[src/rxc_params.svh]
// Constants for the receive ICMP/IGMP checksum checker
`ifndef RXC_PARAMS_SVH
`define RXC_PARAMS_SVH
`define RXC_CTRL_OFS 4'h0
`define RXC_STAT_OFS 4'h4
`define RXC_ICMP_EN_BIT 0
`define RXC_IGMP_EN_BIT 1
`define RXC_ERR_BIT 16
`define RXC_VLAN_TYPE 16'h8100
`define RXC_SNAP_LIMIT 16'h0600
`define RXC_ETH_IPV4 16'h0800
`define RXC_ETH_IPV6 16'h86dd
`define RXC_MAX_VLAN 2'h2
`define RXC_TYPE_HI_POS 16'h000c
`define RXC_TYPE_LO_POS 16'h000d
`define RXC_VLAN_REWIND 16'h000a
`define RXC_SNAP_REWIND 16'h0006
`define RXC_IP4_VERSION 4'h4
`define RXC_IP4_MIN_IHL 4'h5
`define RXC_IP4_TLEN_HI 16'h0002
`define RXC_IP4_TLEN_LO 16'h0003
`define RXC_IP4_FRAG_HI 16'h0006
`define RXC_IP4_FRAG_LO 16'h0007
`define RXC_IP4_PROTO 16'h0009
`define RXC_IP4_MF_BIT 5
`define RXC_IP6_PLEN_HI 16'h0004
`define RXC_IP6_PLEN_LO 16'h0005
`define RXC_IP6_NH 16'h0006
`define RXC_IP6_ADDR_FIRST 16'h0008
`define RXC_IP6_HDR_LAST 16'h0027
`define RXC_EXT_NH 16'h0000
`define RXC_EXT_LEN 16'h0001
`define RXC_PROTO_ICMP 8'h01
`define RXC_PROTO_IGMP 8'h02
`define RXC_PROTO_IPIP 8'h04
`define RXC_PROTO_IPV6 8'h29
`define RXC_PROTO_ICMPV6 8'h3a
`define RXC_NH_HOP 8'h00
`define RXC_NH_ROUTE 8'h2b
`define RXC_NH_FRAG 8'h2c
`define RXC_NH_DEST 8'h3c
`define RXC_SUM_OK 16'hffff
`endif

[src/rxc_pkg.sv]
// Types shared by the receive ICMP/IGMP checksum checker
`default_nettype none
package rxc_pkg;
  typedef enum logic [2:0] {ST_IDLE, ST_MAC, ST_IP4, ST_IP6, ST_EXT, ST_L4, ST_RAW} rxc_state_type;
  typedef enum logic [1:0] {K_NONE, K_ICMP4, K_ICMP6, K_IGMP} rxc_kind_type;
  typedef struct packed {
    logic valid;
    logic sof;
    logic eof;
    logic [7:0] data;
  } rxc_byte_type;
  typedef struct packed {
    logic valid;
    logic l4_err;
    logic [15:0] raw_sum;
  } rxc_sts_type;
endpackage
`default_nettype wire
[src/rxc_checksum.sv]
// Receive ICMP/ICMPv6/IGMP checksum checker with raw layer-3 sum
// Contract
// - IPv4 protocol 1 marks ICMP
// - ICMP sum over message, no pseudo-header
// - IPv6 next header 58 marks ICMPv6
// - ICMPv6 sum adds pseudo-header with 58
// - ICMP checks only while ICMP enable set
// - Fragments skip ICMP check
// - IPv4 protocol 2 marks IGMP
// - IGMP sum covers whole IP payload
// - IGMP checks only while IGMP enable set
// - Fragments skip IGMP, raw sum kept
// - IPv6 in IPv4: ICMP yes, IGMP no
// - IPv4 in IPv4: no checks, raw only
// - Non-IP layer 3: raw sum only
// - Other layer 4: raw sum still produced
// - Skip hop, destination, routing headers; fragment unsupported
// - Fragment: MF with zero offset, or offset
// - Check passes only when sum is FFFF
// - Failed check sets upper-layer error bit
// - Raw layer-3 sum goes in status
`timescale 1ns/1ps
`default_nettype none
`include "rxc_params.svh"
module rxc_checksum (
  // Clock, reset, enable
  input wire logic clk,
  input wire logic srst,
  input wire logic ce,
  // Frame bytes from the MAC receive path, FCS already removed
  input wire rxc_pkg::rxc_byte_type rx,
  // Per-frame status to the receive FIFO controller
  output rxc_pkg::rxc_sts_type sts,
  // Avalon-MM slave
  input wire logic [3:0] avs_address,
  input wire logic avs_read,
  input wire logic avs_write,
  input wire logic [31:0] avs_writedata,
  input wire logic [3:0] avs_byteenable,
  output logic [31:0] avs_readdata,
  output logic avs_waitrequest
);
  // One's complement add with end-around carry
  function automatic logic [15:0] oc_add(input logic [15:0] a, input logic [15:0] b);
    logic [16:0] s;
    s = {1'h0, a} + {1'h0, b};
    oc_add = s[15:0] + {15'h0000, s[16]};
  endfunction

  // Place a byte in the high or low half of a 16-bit word
  function automatic logic [15:0] term(input logic [7:0] d, input logic hi);
    term = hi ? {d, 8'h00} : {8'h00, d};
  endfunction

  // IPv6 next header dispatch after a fixed or extension header
  function automatic rxc_pkg::rxc_state_type v6_next(input logic [7:0] nh);
    if (nh == `RXC_PROTO_ICMPV6) begin
      v6_next = rxc_pkg::ST_L4;
    end else if (nh == `RXC_NH_HOP || nh == `RXC_NH_ROUTE || nh == `RXC_NH_DEST) begin
      v6_next = rxc_pkg::ST_EXT;
    end else begin
      v6_next = rxc_pkg::ST_RAW; // Fragment header and others
    end
  endfunction

  rxc_pkg::rxc_state_type st, next_st;
  rxc_pkg::rxc_kind_type kind, next_kind;
  logic [15:0] cnt, next_cnt;
  logic [1:0] vcnt, next_vcnt;
  logic [7:0] hold, next_hold;
  logic [15:0] raw, next_raw;
  logic l3_hi, next_l3_hi;
  logic [15:0] l4, next_l4;
  logic [15:0] rem, next_rem;
  logic [15:0] plen6, next_plen6;
  logic [15:0] hlen, next_hlen;
  logic [7:0] proto, next_proto;
  logic mf, next_mf;
  logic frag, next_frag;
  logic tun, next_tun;
  rxc_pkg::rxc_sts_type next_sts;
  logic icmp_en, next_icmp_en;
  logic igmp_en, next_igmp_en;
  logic [15:0] last_raw, next_last_raw;
  logic last_err, next_last_err;
  logic [31:0] next_rdata;
  logic next_wait;

  // Parser and summers
  always_comb begin
    rxc_pkg::rxc_state_type cs;
    logic [15:0] cc;
    logic [15:0] fin;
    logic chk;
    logic [7:0] d;
    cs = rx.sof ? rxc_pkg::ST_MAC : st;
    cc = rx.sof ? 16'h0000 : cnt;
    fin = 16'h0000;
    chk = 1'b0;
    d = rx.data;
    next_st = st;
    next_kind = rx.sof ? rxc_pkg::K_NONE : kind;
    next_cnt = cc + 16'h0001;
    next_vcnt = rx.sof ? 2'h0 : vcnt;
    next_hold = hold;
    next_raw = rx.sof ? 16'h0000 : raw;
    next_l3_hi = rx.sof ? 1'b0 : l3_hi;
    next_l4 = rx.sof ? 16'h0000 : l4;
    next_rem = rem;
    next_plen6 = plen6;
    next_hlen = hlen;
    next_proto = proto;
    next_mf = mf;
    next_frag = rx.sof ? 1'b0 : frag;
    next_tun = rx.sof ? 1'b0 : tun;
    next_sts = '0;
    if (rx.valid && cs != rxc_pkg::ST_IDLE) begin
      next_st = cs;
      // Raw sum over every byte after the type field; low byte first
      if (cs != rxc_pkg::ST_MAC) begin
        next_raw = oc_add(next_raw, term(d, next_l3_hi));
        next_l3_hi = ~next_l3_hi;
      end
      case (cs)
        rxc_pkg::ST_MAC: begin
          if (cc == `RXC_TYPE_HI_POS) begin
            next_hold = d;
          end
          if (cc == `RXC_TYPE_LO_POS) begin
            // Rewinding the counter reuses the type decode after a tag
            if ({hold, d} == `RXC_VLAN_TYPE && vcnt != `RXC_MAX_VLAN) begin
              next_vcnt = vcnt + 2'h1;
              next_cnt = `RXC_VLAN_REWIND;
            end else if ({hold, d} < `RXC_SNAP_LIMIT) begin
              next_cnt = `RXC_SNAP_REWIND;
            end else begin
              next_cnt = 16'h0000;
              if ({hold, d} == `RXC_ETH_IPV4) begin
                next_st = rxc_pkg::ST_IP4;
              end else if ({hold, d} == `RXC_ETH_IPV6) begin
                next_st = rxc_pkg::ST_IP6;
              end else begin
                next_st = rxc_pkg::ST_RAW;
              end
            end
          end
        end
        rxc_pkg::ST_IP4: begin
          if (cc == 16'h0000) begin
            next_hlen = {10'h000, d[3:0], 2'h0};
            if (d[7:4] != `RXC_IP4_VERSION || d[3:0] < `RXC_IP4_MIN_IHL) begin
              next_st = rxc_pkg::ST_RAW;
            end
          end
          if (cc == `RXC_IP4_TLEN_HI) begin
            next_rem[15:8] = d;
          end
          if (cc == `RXC_IP4_TLEN_LO) begin
            next_rem[7:0] = d;
          end
          if (cc == `RXC_IP4_FRAG_HI) begin
            next_mf = d[`RXC_IP4_MF_BIT];
            next_hold = {3'h0, d[4:0]};
          end
          if (cc == `RXC_IP4_FRAG_LO) begin
            next_frag = mf || ({hold[4:0], d} != 13'h0000);
          end
          if (cc == `RXC_IP4_PROTO) begin
            next_proto = d;
          end
          if (cc == hlen - 16'h0001 && cc > `RXC_IP4_PROTO) begin
            next_cnt = 16'h0000;
            next_rem = rem - hlen;
            next_st = rxc_pkg::ST_RAW; // Other protocols
            if (!frag) begin
              if (proto == `RXC_PROTO_ICMP) begin
                next_kind = rxc_pkg::K_ICMP4;
                next_st = rxc_pkg::ST_L4;
              end else if (proto == `RXC_PROTO_IGMP) begin
                next_kind = rxc_pkg::K_IGMP;
                next_st = rxc_pkg::ST_L4;
              end else if (proto == `RXC_PROTO_IPV6) begin
                next_tun = 1'b1;
                next_st = rxc_pkg::ST_IP6;
              end
            end
            if (proto == `RXC_PROTO_IPIP) begin
              next_st = rxc_pkg::ST_RAW;
            end
          end
        end
        rxc_pkg::ST_IP6: begin
          if (cc == `RXC_IP6_PLEN_HI) begin
            next_rem[15:8] = d;
          end
          if (cc == `RXC_IP6_PLEN_LO) begin
            next_rem[7:0] = d;
          end
          if (cc == `RXC_IP6_NH) begin
            next_proto = d;
          end
          // Addresses feed the pseudo-header part of the sum
          if (cc >= `RXC_IP6_ADDR_FIRST) begin
            next_l4 = oc_add(next_l4, term(d, ~cc[0]));
          end
          if (cc == `RXC_IP6_HDR_LAST) begin
            next_cnt = 16'h0000;
            next_st = v6_next(proto);
            next_plen6 = rem;
            if (next_st == rxc_pkg::ST_L4) begin
              next_kind = rxc_pkg::K_ICMP6;
            end
          end
        end
        rxc_pkg::ST_EXT: begin
          if (cc == `RXC_EXT_NH) begin
            next_proto = d;
          end
          if (cc == `RXC_EXT_LEN) begin
            next_hlen = {5'h00, d, 3'h0} + 16'h0008;
          end
          if (cc > `RXC_EXT_LEN && cc == hlen - 16'h0001) begin
            next_cnt = 16'h0000;
            next_rem = rem - hlen;
            next_plen6 = rem - hlen;
            next_st = v6_next(proto);
            if (next_st == rxc_pkg::ST_L4) begin
              next_kind = rxc_pkg::K_ICMP6;
            end
          end
        end
        rxc_pkg::ST_L4: begin
          // Message bytes only, padding beyond the IP length excluded
          if (rem != 16'h0000) begin
            next_l4 = oc_add(next_l4, term(d, ~cc[0]));
            next_rem = rem - 16'h0001;
          end
        end
        default: begin
          next_cnt = cc;
        end
      endcase
      // Status built from this cycle's totals, so it always matches its frame
      if (rx.eof) begin
        next_st = rxc_pkg::ST_IDLE;
        fin = next_l4;
        if (next_kind == rxc_pkg::K_ICMP6) begin
          fin = oc_add(oc_add(fin, next_plen6), {8'h00, `RXC_PROTO_ICMPV6});
        end
        case (next_kind)
          rxc_pkg::K_ICMP4, rxc_pkg::K_ICMP6: chk = icmp_en;
          rxc_pkg::K_IGMP: chk = igmp_en && !next_tun;
          default: chk = 1'b0;
        endcase
        next_sts.valid = 1'b1;
        next_sts.raw_sum = next_raw;
        // Truncated message counts as a failure
        next_sts.l4_err = chk && (fin != `RXC_SUM_OK || next_rem != 16'h0000 ||
          next_st == rxc_pkg::ST_L4 && next_rem != 16'h0000);
      end
    end
  end

  // Avalon slave: one wait cycle, then accept; unmapped reads zero
  always_comb begin
    next_icmp_en = icmp_en;
    next_igmp_en = igmp_en;
    next_last_raw = sts.valid ? sts.raw_sum : last_raw;
    next_last_err = sts.valid ? sts.l4_err : last_err;
    next_wait = ~((avs_read || avs_write) && avs_waitrequest);
    next_rdata = avs_readdata;
    if ((avs_read || avs_write) && avs_waitrequest) begin
      next_rdata = 32'h0000_0000;
      if (avs_address == `RXC_CTRL_OFS) begin
        next_rdata[`RXC_ICMP_EN_BIT] = icmp_en;
        next_rdata[`RXC_IGMP_EN_BIT] = igmp_en;
      end else if (avs_address == `RXC_STAT_OFS) begin
        next_rdata[15:0] = next_last_raw;
        next_rdata[`RXC_ERR_BIT] = next_last_err;
      end
    end
    if (avs_write && !avs_waitrequest && avs_address == `RXC_CTRL_OFS && avs_byteenable[0]) begin
      next_icmp_en = avs_writedata[`RXC_ICMP_EN_BIT];
      next_igmp_en = avs_writedata[`RXC_IGMP_EN_BIT];
    end
  end

  // State registers; clock enable freezes everything
  always_ff @(posedge clk) begin
    if (srst) begin
      st <= rxc_pkg::ST_IDLE;
      kind <= rxc_pkg::K_NONE;
      cnt <= '0;
      vcnt <= '0;
      hold <= '0;
      raw <= '0;
      l3_hi <= 1'b0;
      l4 <= '0;
      rem <= '0;
      plen6 <= '0;
      hlen <= '0;
      proto <= '0;
      mf <= 1'b0;
      frag <= 1'b0;
      tun <= 1'b0;
      sts <= '0;
      icmp_en <= 1'b0;
      igmp_en <= 1'b0;
      last_raw <= '0;
      last_err <= 1'b0;
      avs_readdata <= '0;
      avs_waitrequest <= 1'b1;
    end else if (ce) begin
      st <= next_st;
      kind <= next_kind;
      cnt <= next_cnt;
      vcnt <= next_vcnt;
      hold <= next_hold;
      raw <= next_raw;
      l3_hi <= next_l3_hi;
      l4 <= next_l4;
      rem <= next_rem;
      plen6 <= next_plen6;
      hlen <= next_hlen;
      proto <= next_proto;
      mf <= next_mf;
      frag <= next_frag;
      tun <= next_tun;
      sts <= next_sts;
      icmp_en <= next_icmp_en;
      igmp_en <= next_igmp_en;
      last_raw <= next_last_raw;
      last_err <= next_last_err;
      avs_readdata <= next_rdata;
      avs_waitrequest <= next_wait;
    end
  end
endmodule
`default_nettype wire

[config.mk]
export PLATFORM = sky130hd
export DESIGN_NAME = rxc_checksum
export DESIGN_NICKNAME = d
export VERILOG_FILES = /design/src/rxc_pkg.sv /design/src/rxc_checksum.sv
export VERILOG_INCLUDE_DIRS = /design/src
export SDC_FILE = /design/constraint.sdc
export NUM_CORES = 1
export LEC_CHECK = 0
export ABC_CLOCK_PERIOD_IN_PS = 11000
export BUFFER_PORTS_ARGS = -buffer_cell sky130_fd_sc_hd__buf_2
export CORE_MARGIN = 3
export CORE_UTILIZATION = 45
export DETAILED_ROUTE_END_ITERATION = 8
export PLACE_DENSITY = 0.66
export SLEW_MARGIN = 20
export SYNTH_ARGS = -nofsm -noshare
export SYNTH_HDL_FRONTEND = slang
export SYNTH_SLANG_ARGS = --single-unit
[constraint.sdc]
create_clock -name clk -period 11 [get_ports clk]
set_input_delay 1.1 -clock clk [delete_from_list [all_inputs] [get_ports clk]]
set_output_delay 1.1 -clock clk [all_outputs]
set_load 0.03 [all_outputs]
* After elaboration in Yosys (flattened, before gate mapping) *
Index checks and enable logic that the tools add are counted.

operators by class
  $add $sub $neg = 14
  magnitude comparators = 5
  eq/ne operators = 44
  mux-type cells = 115
  bitwise logic cells = 2
  reduce and logical (&&, ||, !) cells = 36

operator list
  cell                                                   count
  2-to-1 mux 16 bit                                      29
  one-hot mux 16 bit (2 select lines)                    3
  one-hot mux 16 bit (5 select lines)                    1
  2-to-1 mux 3 bit                                       24
  2-to-1 mux 8 bit                                       9
  adder 16 x 1 -> 16 bit                                 4
  equality test 16 x 3 -> 1 bit, second input constant   4
  one-hot mux 16 bit (4 select lines)                    1
  adder 16 x 16 -> 17 bit                                3
  equality test 16 x 4 -> 1 bit, second input constant   3
  2-to-1 mux 2 bit                                       19
  2-to-1 mux 18 bit                                      2
  equality test 16 bit, second input constant            2
  equality test 16 x 2 -> 1 bit, second input constant   2
  equality test 8 x 6 -> 1 bit, second input constant    4
  nonzero test 16 bit                                    2
  subtractor 16 x 1 -> 16 bit, second input constant     2
  one-hot mux 8 bit (3 select lines)                     1
  2-to-1 mux 1 bit                                       19
  adder 16 x 6 -> 17 bit, second input constant          1
  2-to-1 mux 17 bit                                      1
  adder 16 x 1 -> 16 bit, second input constant          1
  equality test 16 x 1 -> 1 bit, second input constant   1
  equality test 16 x 12 -> 1 bit, second input constant  1
  other kinds (44)                                       77

storage, ports and cells
  flip-flop bits (word level) = 178
  bits of input ports = 56
  output and inout bits = 51
  word-level logic and storage cells = 240

* Longest topological paths before layout *
  word-level depth = 22
  depth in mapped cells = 58
  depth with buffers taken out = 52

* Least setup slack after synthesis *
No wires, ideal clock.

  path type = input-to-reg
  start point = in rx[9] (netlist bit)
  end point = reg sts[16] (netlist bit)
  setup time = 0.123 ns
  data arrival time = 11.061 ns
  required time = 10.877 ns
  path slack = -0.184 ns
  stages on the path = 58
  path buffers = 6
  cells stage by stage = buf_2 > buf_2 > buf_1 > buf_1 > clkbuf_1 > clkbuf_1 > nor2b_1 > inv_1 > nor2_1 > ha_1 > fa_1 > a211oi_1 > o21ai_0 > a21oi_1 > nor2_1 > o211ai_1 > a21oi_1 > o21ai_0 > (+22 left out) > a2111oi_2 > and2_1 > nor4b_2 > xnor2_1 > nor2_1 > nand2_1 > nor4_1 > ha_1 > ha_1 > xnor2_1 > nor2_1 > a31oi_1 > or4_1 > a2111oi_2 > nand3_1 > nor4_2 > a41o_1 > o21ai_1

between the ends
  word-level cells in the longest chain between the ends = 19
  elaborated cells between the ends (all ways) = 80
  those cells by class = add/sub (6); order compare (3); eq/ne (14); mux (47); reduce/logical (10)

RTL lines
  what                                         RTL line                                  source
  start, declared                              rxc_checksum.sv:31                        input wire rxc_pkg::rxc_byte_type rx,
  2-to-1 mux 16 bit                            rxc_checksum.sv:97                        cc = rx.sof ? 16'h0000 : cnt;
  2-to-1 mux 16 bit                            rxc_checksum.sv:52                        term = hi ? {d, 8'h00} : {8'h00, d};
  adder 16 x 16 -> 17 bit                      rxc_checksum.sv:46                        s = {1'h0, a} + {1'h0, b};
  adder 16 x 1 -> 16 bit                       rxc_checksum.sv:47                        oc_add = s[15:0] + {15'h0000, s[16]};
  2-to-1 mux 16 bit, on equally long branches  rxc_checksum.sv:234, rxc_checksum.sv:203
  one-hot mux 16 bit (2 select lines)          rxc_checksum.sv:124                       case (cs)
  2-to-1 mux 16 bit                            rxc_checksum.sv:117                       if (rx.valid && cs != rxc_pkg::ST_IDLE) begin
  adder 16 x 16 -> 17 bit                      rxc_checksum.sv:46
  (+3 left out)                                -
  2-to-1 mux 16 bit                            rxc_checksum.sv:247                       if (next_kind == rxc_pkg::K_ICMP6) begin
  2-to-1 mux 16 bit                            rxc_checksum.sv:244                       if (rx.eof) begin
  2-to-1 mux 16 bit                            rxc_checksum.sv:117
  != test 16 bit (no source line)              -
  logical OR 1 bit                             rxc_checksum.sv:258                       next_sts.l4_err = chk && (fin != `RXC_SUM_OK || next_rem != 16'h0000 ||
  logical AND 1 bit                            rxc_checksum.sv:258
  2-to-1 mux 18 bit                            rxc_checksum.sv:244
  2-to-1 mux 18 bit *                          rxc_checksum.sv:117
  end signal, assigned                         rxc_checksum.sv:329                       sts <= next_sts;
  end, declared                                rxc_checksum.sv:33                        output rxc_pkg::rxc_sts_type sts,

Mark *: on every way between the ends. The rest lies on a longest branch, timed or not. The select of a mux whose other input is x is not followed.
A chain may end at the register's enable or synchronous reset.

* Worst setup path after layout *
Same ends and word-level chain as after synthesis.

==> flow_summary.ini <==
[status]
status = complete, no violations

[route]
wire_per_inst_um = 19.9
vias_per_cell = 6.18
drc_errors = 0
via_count = 15900
drt_iter0_drc = 1706
drtAntennaViolNets = 0
routed_wl_mm = 51.2
drt_first_pass_iters = 6

[power]
power.switching_uw = 466
combPwrFrac = 0.146
clock_power_share = 0.427
power.leakage_nw = 6.88
p_int_mw = 1.03
peakVddDrop_v = 0.000103
power_per_cell_area_mw_per_mm2 = 88.5
sequentialPowerShare = 0.428
sw_frac_of_total = 0.312

[clock_tree]
htreeDepth = 4
clock_sinks = 172
cts_hold_buf = 0
clk_pin_slew_ns = 0.07
root_buffer = clkbuf_16
cts_buffer_depth = 2
clock_latency_ns = 0.46
numCtsBuffers = 17
cts_tree = built

[flow_run]
maxCapViolCount = 0

[synth]
synth_area_leaders = dfxtp_1, nor2_1, ha_1
netlist_area_mm2 = 0.0151
yosysMostFrequentCell = nor2_1
synth_top_area_cell = dfxtp_1
synth_flop_cell = dfxtp_1
ys_ff_latch = 172
yosys-top-cells-count = nor2_1, nand2_1, dfxtp_1
synth-async-reset-ratio = 0
ys_seq_area_frac = 0.227
syn_inst = 2072
yosys_warnings = 0
syn_avg_cell_area_um2 = 7.31
synth_top_area_share = 0.227
synth-edff-count = 0
synth_cell_types = 102

[timing]
finalHoldViolations = 0
final.min_clock_period_ns = 10.36
slew_violations = 0
finalSetupTns_ns = 0
period_share = 0.942
timing.slew.headroom = 0.305
fmax_mhz = 96.5
worst_pin_slew_ns = 1.04
finClkSkew_ns = 0.0106
setup_violations = 0
setup_slack_ns = 0.643

[global_routing]
overflow = 0
first_global_vias = 14800
grt_use_total = 0.277
grt_start_max_net_pins = 101
grt_first_pass_wirelength_mm = 80.4
antenna_found_initial = 1

[worst_setup_path]
crit_fanout = 14
cp_num_buf_inv = 7
cpMostUsedCell = ha_1
cp_data_required_time_ns = 11.33
reg2reg_setup_slack_ns = 0.93
start_kind = input pin
reg2reg_depth = 55
critPathArrivalTime_ns = 10.69
slowest_delay_ns = 0.52
r2r_end = sts[16]
critPathSlowestCell = or4_4
rr_startpoint = cnt[0]
endpoint_kind = register
path_class = in -> reg
cpLargestDelayFamily = compound AO/OA/AOI/OAI gates

[final_layout]
diodes = 0
nNetsFinal = 2258
post-route-util = 0.514
fin_cells = 2572
drive_gt1_frac = 0.127
syn_to_final_growth_pct = 11.6

[die]
fp.dieW_um = 189
num_io_pins = 107
placeableCoreArea_mm2 = 0.0329
rows = 66
start_util = 0.461
die-area_mm2 = 0.0359
die_h_um = 189

[place]
dp_hpwl_mm = 37.5
pre_cts_slack_ns = 0.0275
routabilityCongestion = 1.01
dp_cells = 2536
port_buffers = 58

[hold_path]
hold_end = raw[15]
hold_path_class = reg -> reg
holdCritStartpoint = raw[15]
hold_depth = 2
-- cells in the final DEF (no fill, tap or decap), types with 16 or more instances in the layout --
master       n
nand4_1     21
xnor2_1     63
a21o_1      32
a21oi_1    148
nand2b_1    27
nor3_1      51
o21bai_1    16
o21ai_0     90
nor2_1     279
mux2i_1     29
nand2_1    194
buf_2       57
nor4_1      20
ha_1        79
nand3_1     64
clkbuf_16   17
xor2_1      40
inv_1       61
a211oi_1    23
or3_1       17
nor2b_1     72
mux2_2      26
dfxtp_1    172
a22oi_1     65
and2_1      25
and3_1      27
buf_4       91
-- state kept, by name, indices dropped and copies added, names as in the netlist, 2 cells and up --
| signal | cells |
|---|---|
| l4 | 16 |
| plen6 | 16 |
| rem | 16 |
| cnt | 16 |
| raw | 16 |
| sts | 18 |
| proto | 8 |
| vcnt | 2 |
| hlen | 10 |
| hold | 8 |
| st | 3 |
| avs_readdata | 17 |
| kind | 2 |
| last_raw | 16 |
-- worst max path at each step --
| stage | endpoint | depth (start not counted) | slack (ns) | start |
|---|---|---|---|---|
| after floorplan | sts[16] | 58 | 0.04 | rx[9] |
| after global placement | sts[16] | 54 | 0.10 | rx[9] |
| after detailed placement | sts[16] | 54 | 0.03 | rx[9] |
| after CTS | sts[16] | 54 | 0.44 | rx[9] |
| after global routing | sts[16] | 56 | -0.04 | rx[9] |
| final | sts[16] | 55 | 0.64 | rx[9] |
-- worst register-to-register path: cells and delay by family, from the launching register on --
family	cells	cell delay, ns
muxes	1	0.31
buffers and inverters	5	0.66
adders and majority gates	9	1.98
AOI/OAI and AO/OA	23	3.53
and+or+nand+nor	16	2.86
xor gates and xnor gates	1	0.14
DFF	1	0.45
-- area by class of cell --
class	count	area [um2]
Fill cell	3306	16000
Multi-Input combinational cell	1711	11100
Sequential cell	172	3440
Timing Repair Buffer	150	991
Tap cell	442	553
Clock buffer	18	439
Inverter	65	244
Clock inverter	14	168
-- power groups by stage --
| stage | Sequential (mW) | Combinational, mW | Clock (mW) |
|---|---|---|---|
| floorplan | 0.651 | 0.151 | 0 |
| global placement | 0.654 | 0.207 | 0 |
| detailed placement | 0.654 | 0.209 | 0 |
| CTS | 0.639 | 0.211 | 0.648 |
| global route | 0.641 | 0.235 | 0.673 |
| finish | 0.640 | 0.218 | 0.638 |
-- metrics by stage --
stage               total power [mW]  instance area, um2  hold WS [ns]
global placement               0.861               16100         0.436
CTS                             1.50               16700         0.453
detailed placement             0.863               16100         0.443
finish                          1.50               16900         0.455
floorplan                      0.802               15200         0.427
global route                    1.55               16900         0.474
-- what timing repair did --
| action | in CTS | in global routing |
|---|---|---|
| buffers inserted | 0 | 4 |
| gates resized for setup | 0 | 27 |
| endpoints found under the setup margin | 0 | 1 |
-- cell families after synthesis --
family                     share of synthesized area
and+or+nand+nor                                0.289
AOI/OAI and AO/OA                              0.255
buffers and inverters                         0.0566
DFF                                            0.227
xor gates and xnor gates                      0.0607
adders and majority gates                     0.0722
muxes                                         0.0395
other                                       0.000248
-- routing by layer --
| metal | vias to the layer above | GRT usage | routed length, um |
|---|---|---|---|
| met5 | - | 0 | 0 |
| met4 | 0 | 0.100 | 1870 |
| met3 | 115 | 0.0400 | 3640 |
| met2 | 613 | 0.448 | 23100 |
| met1 | 7574 | 0.375 | 22600 |
| li1 | 7581 | - | - |
No activity file was read; power rests on OpenSTA's default activity.
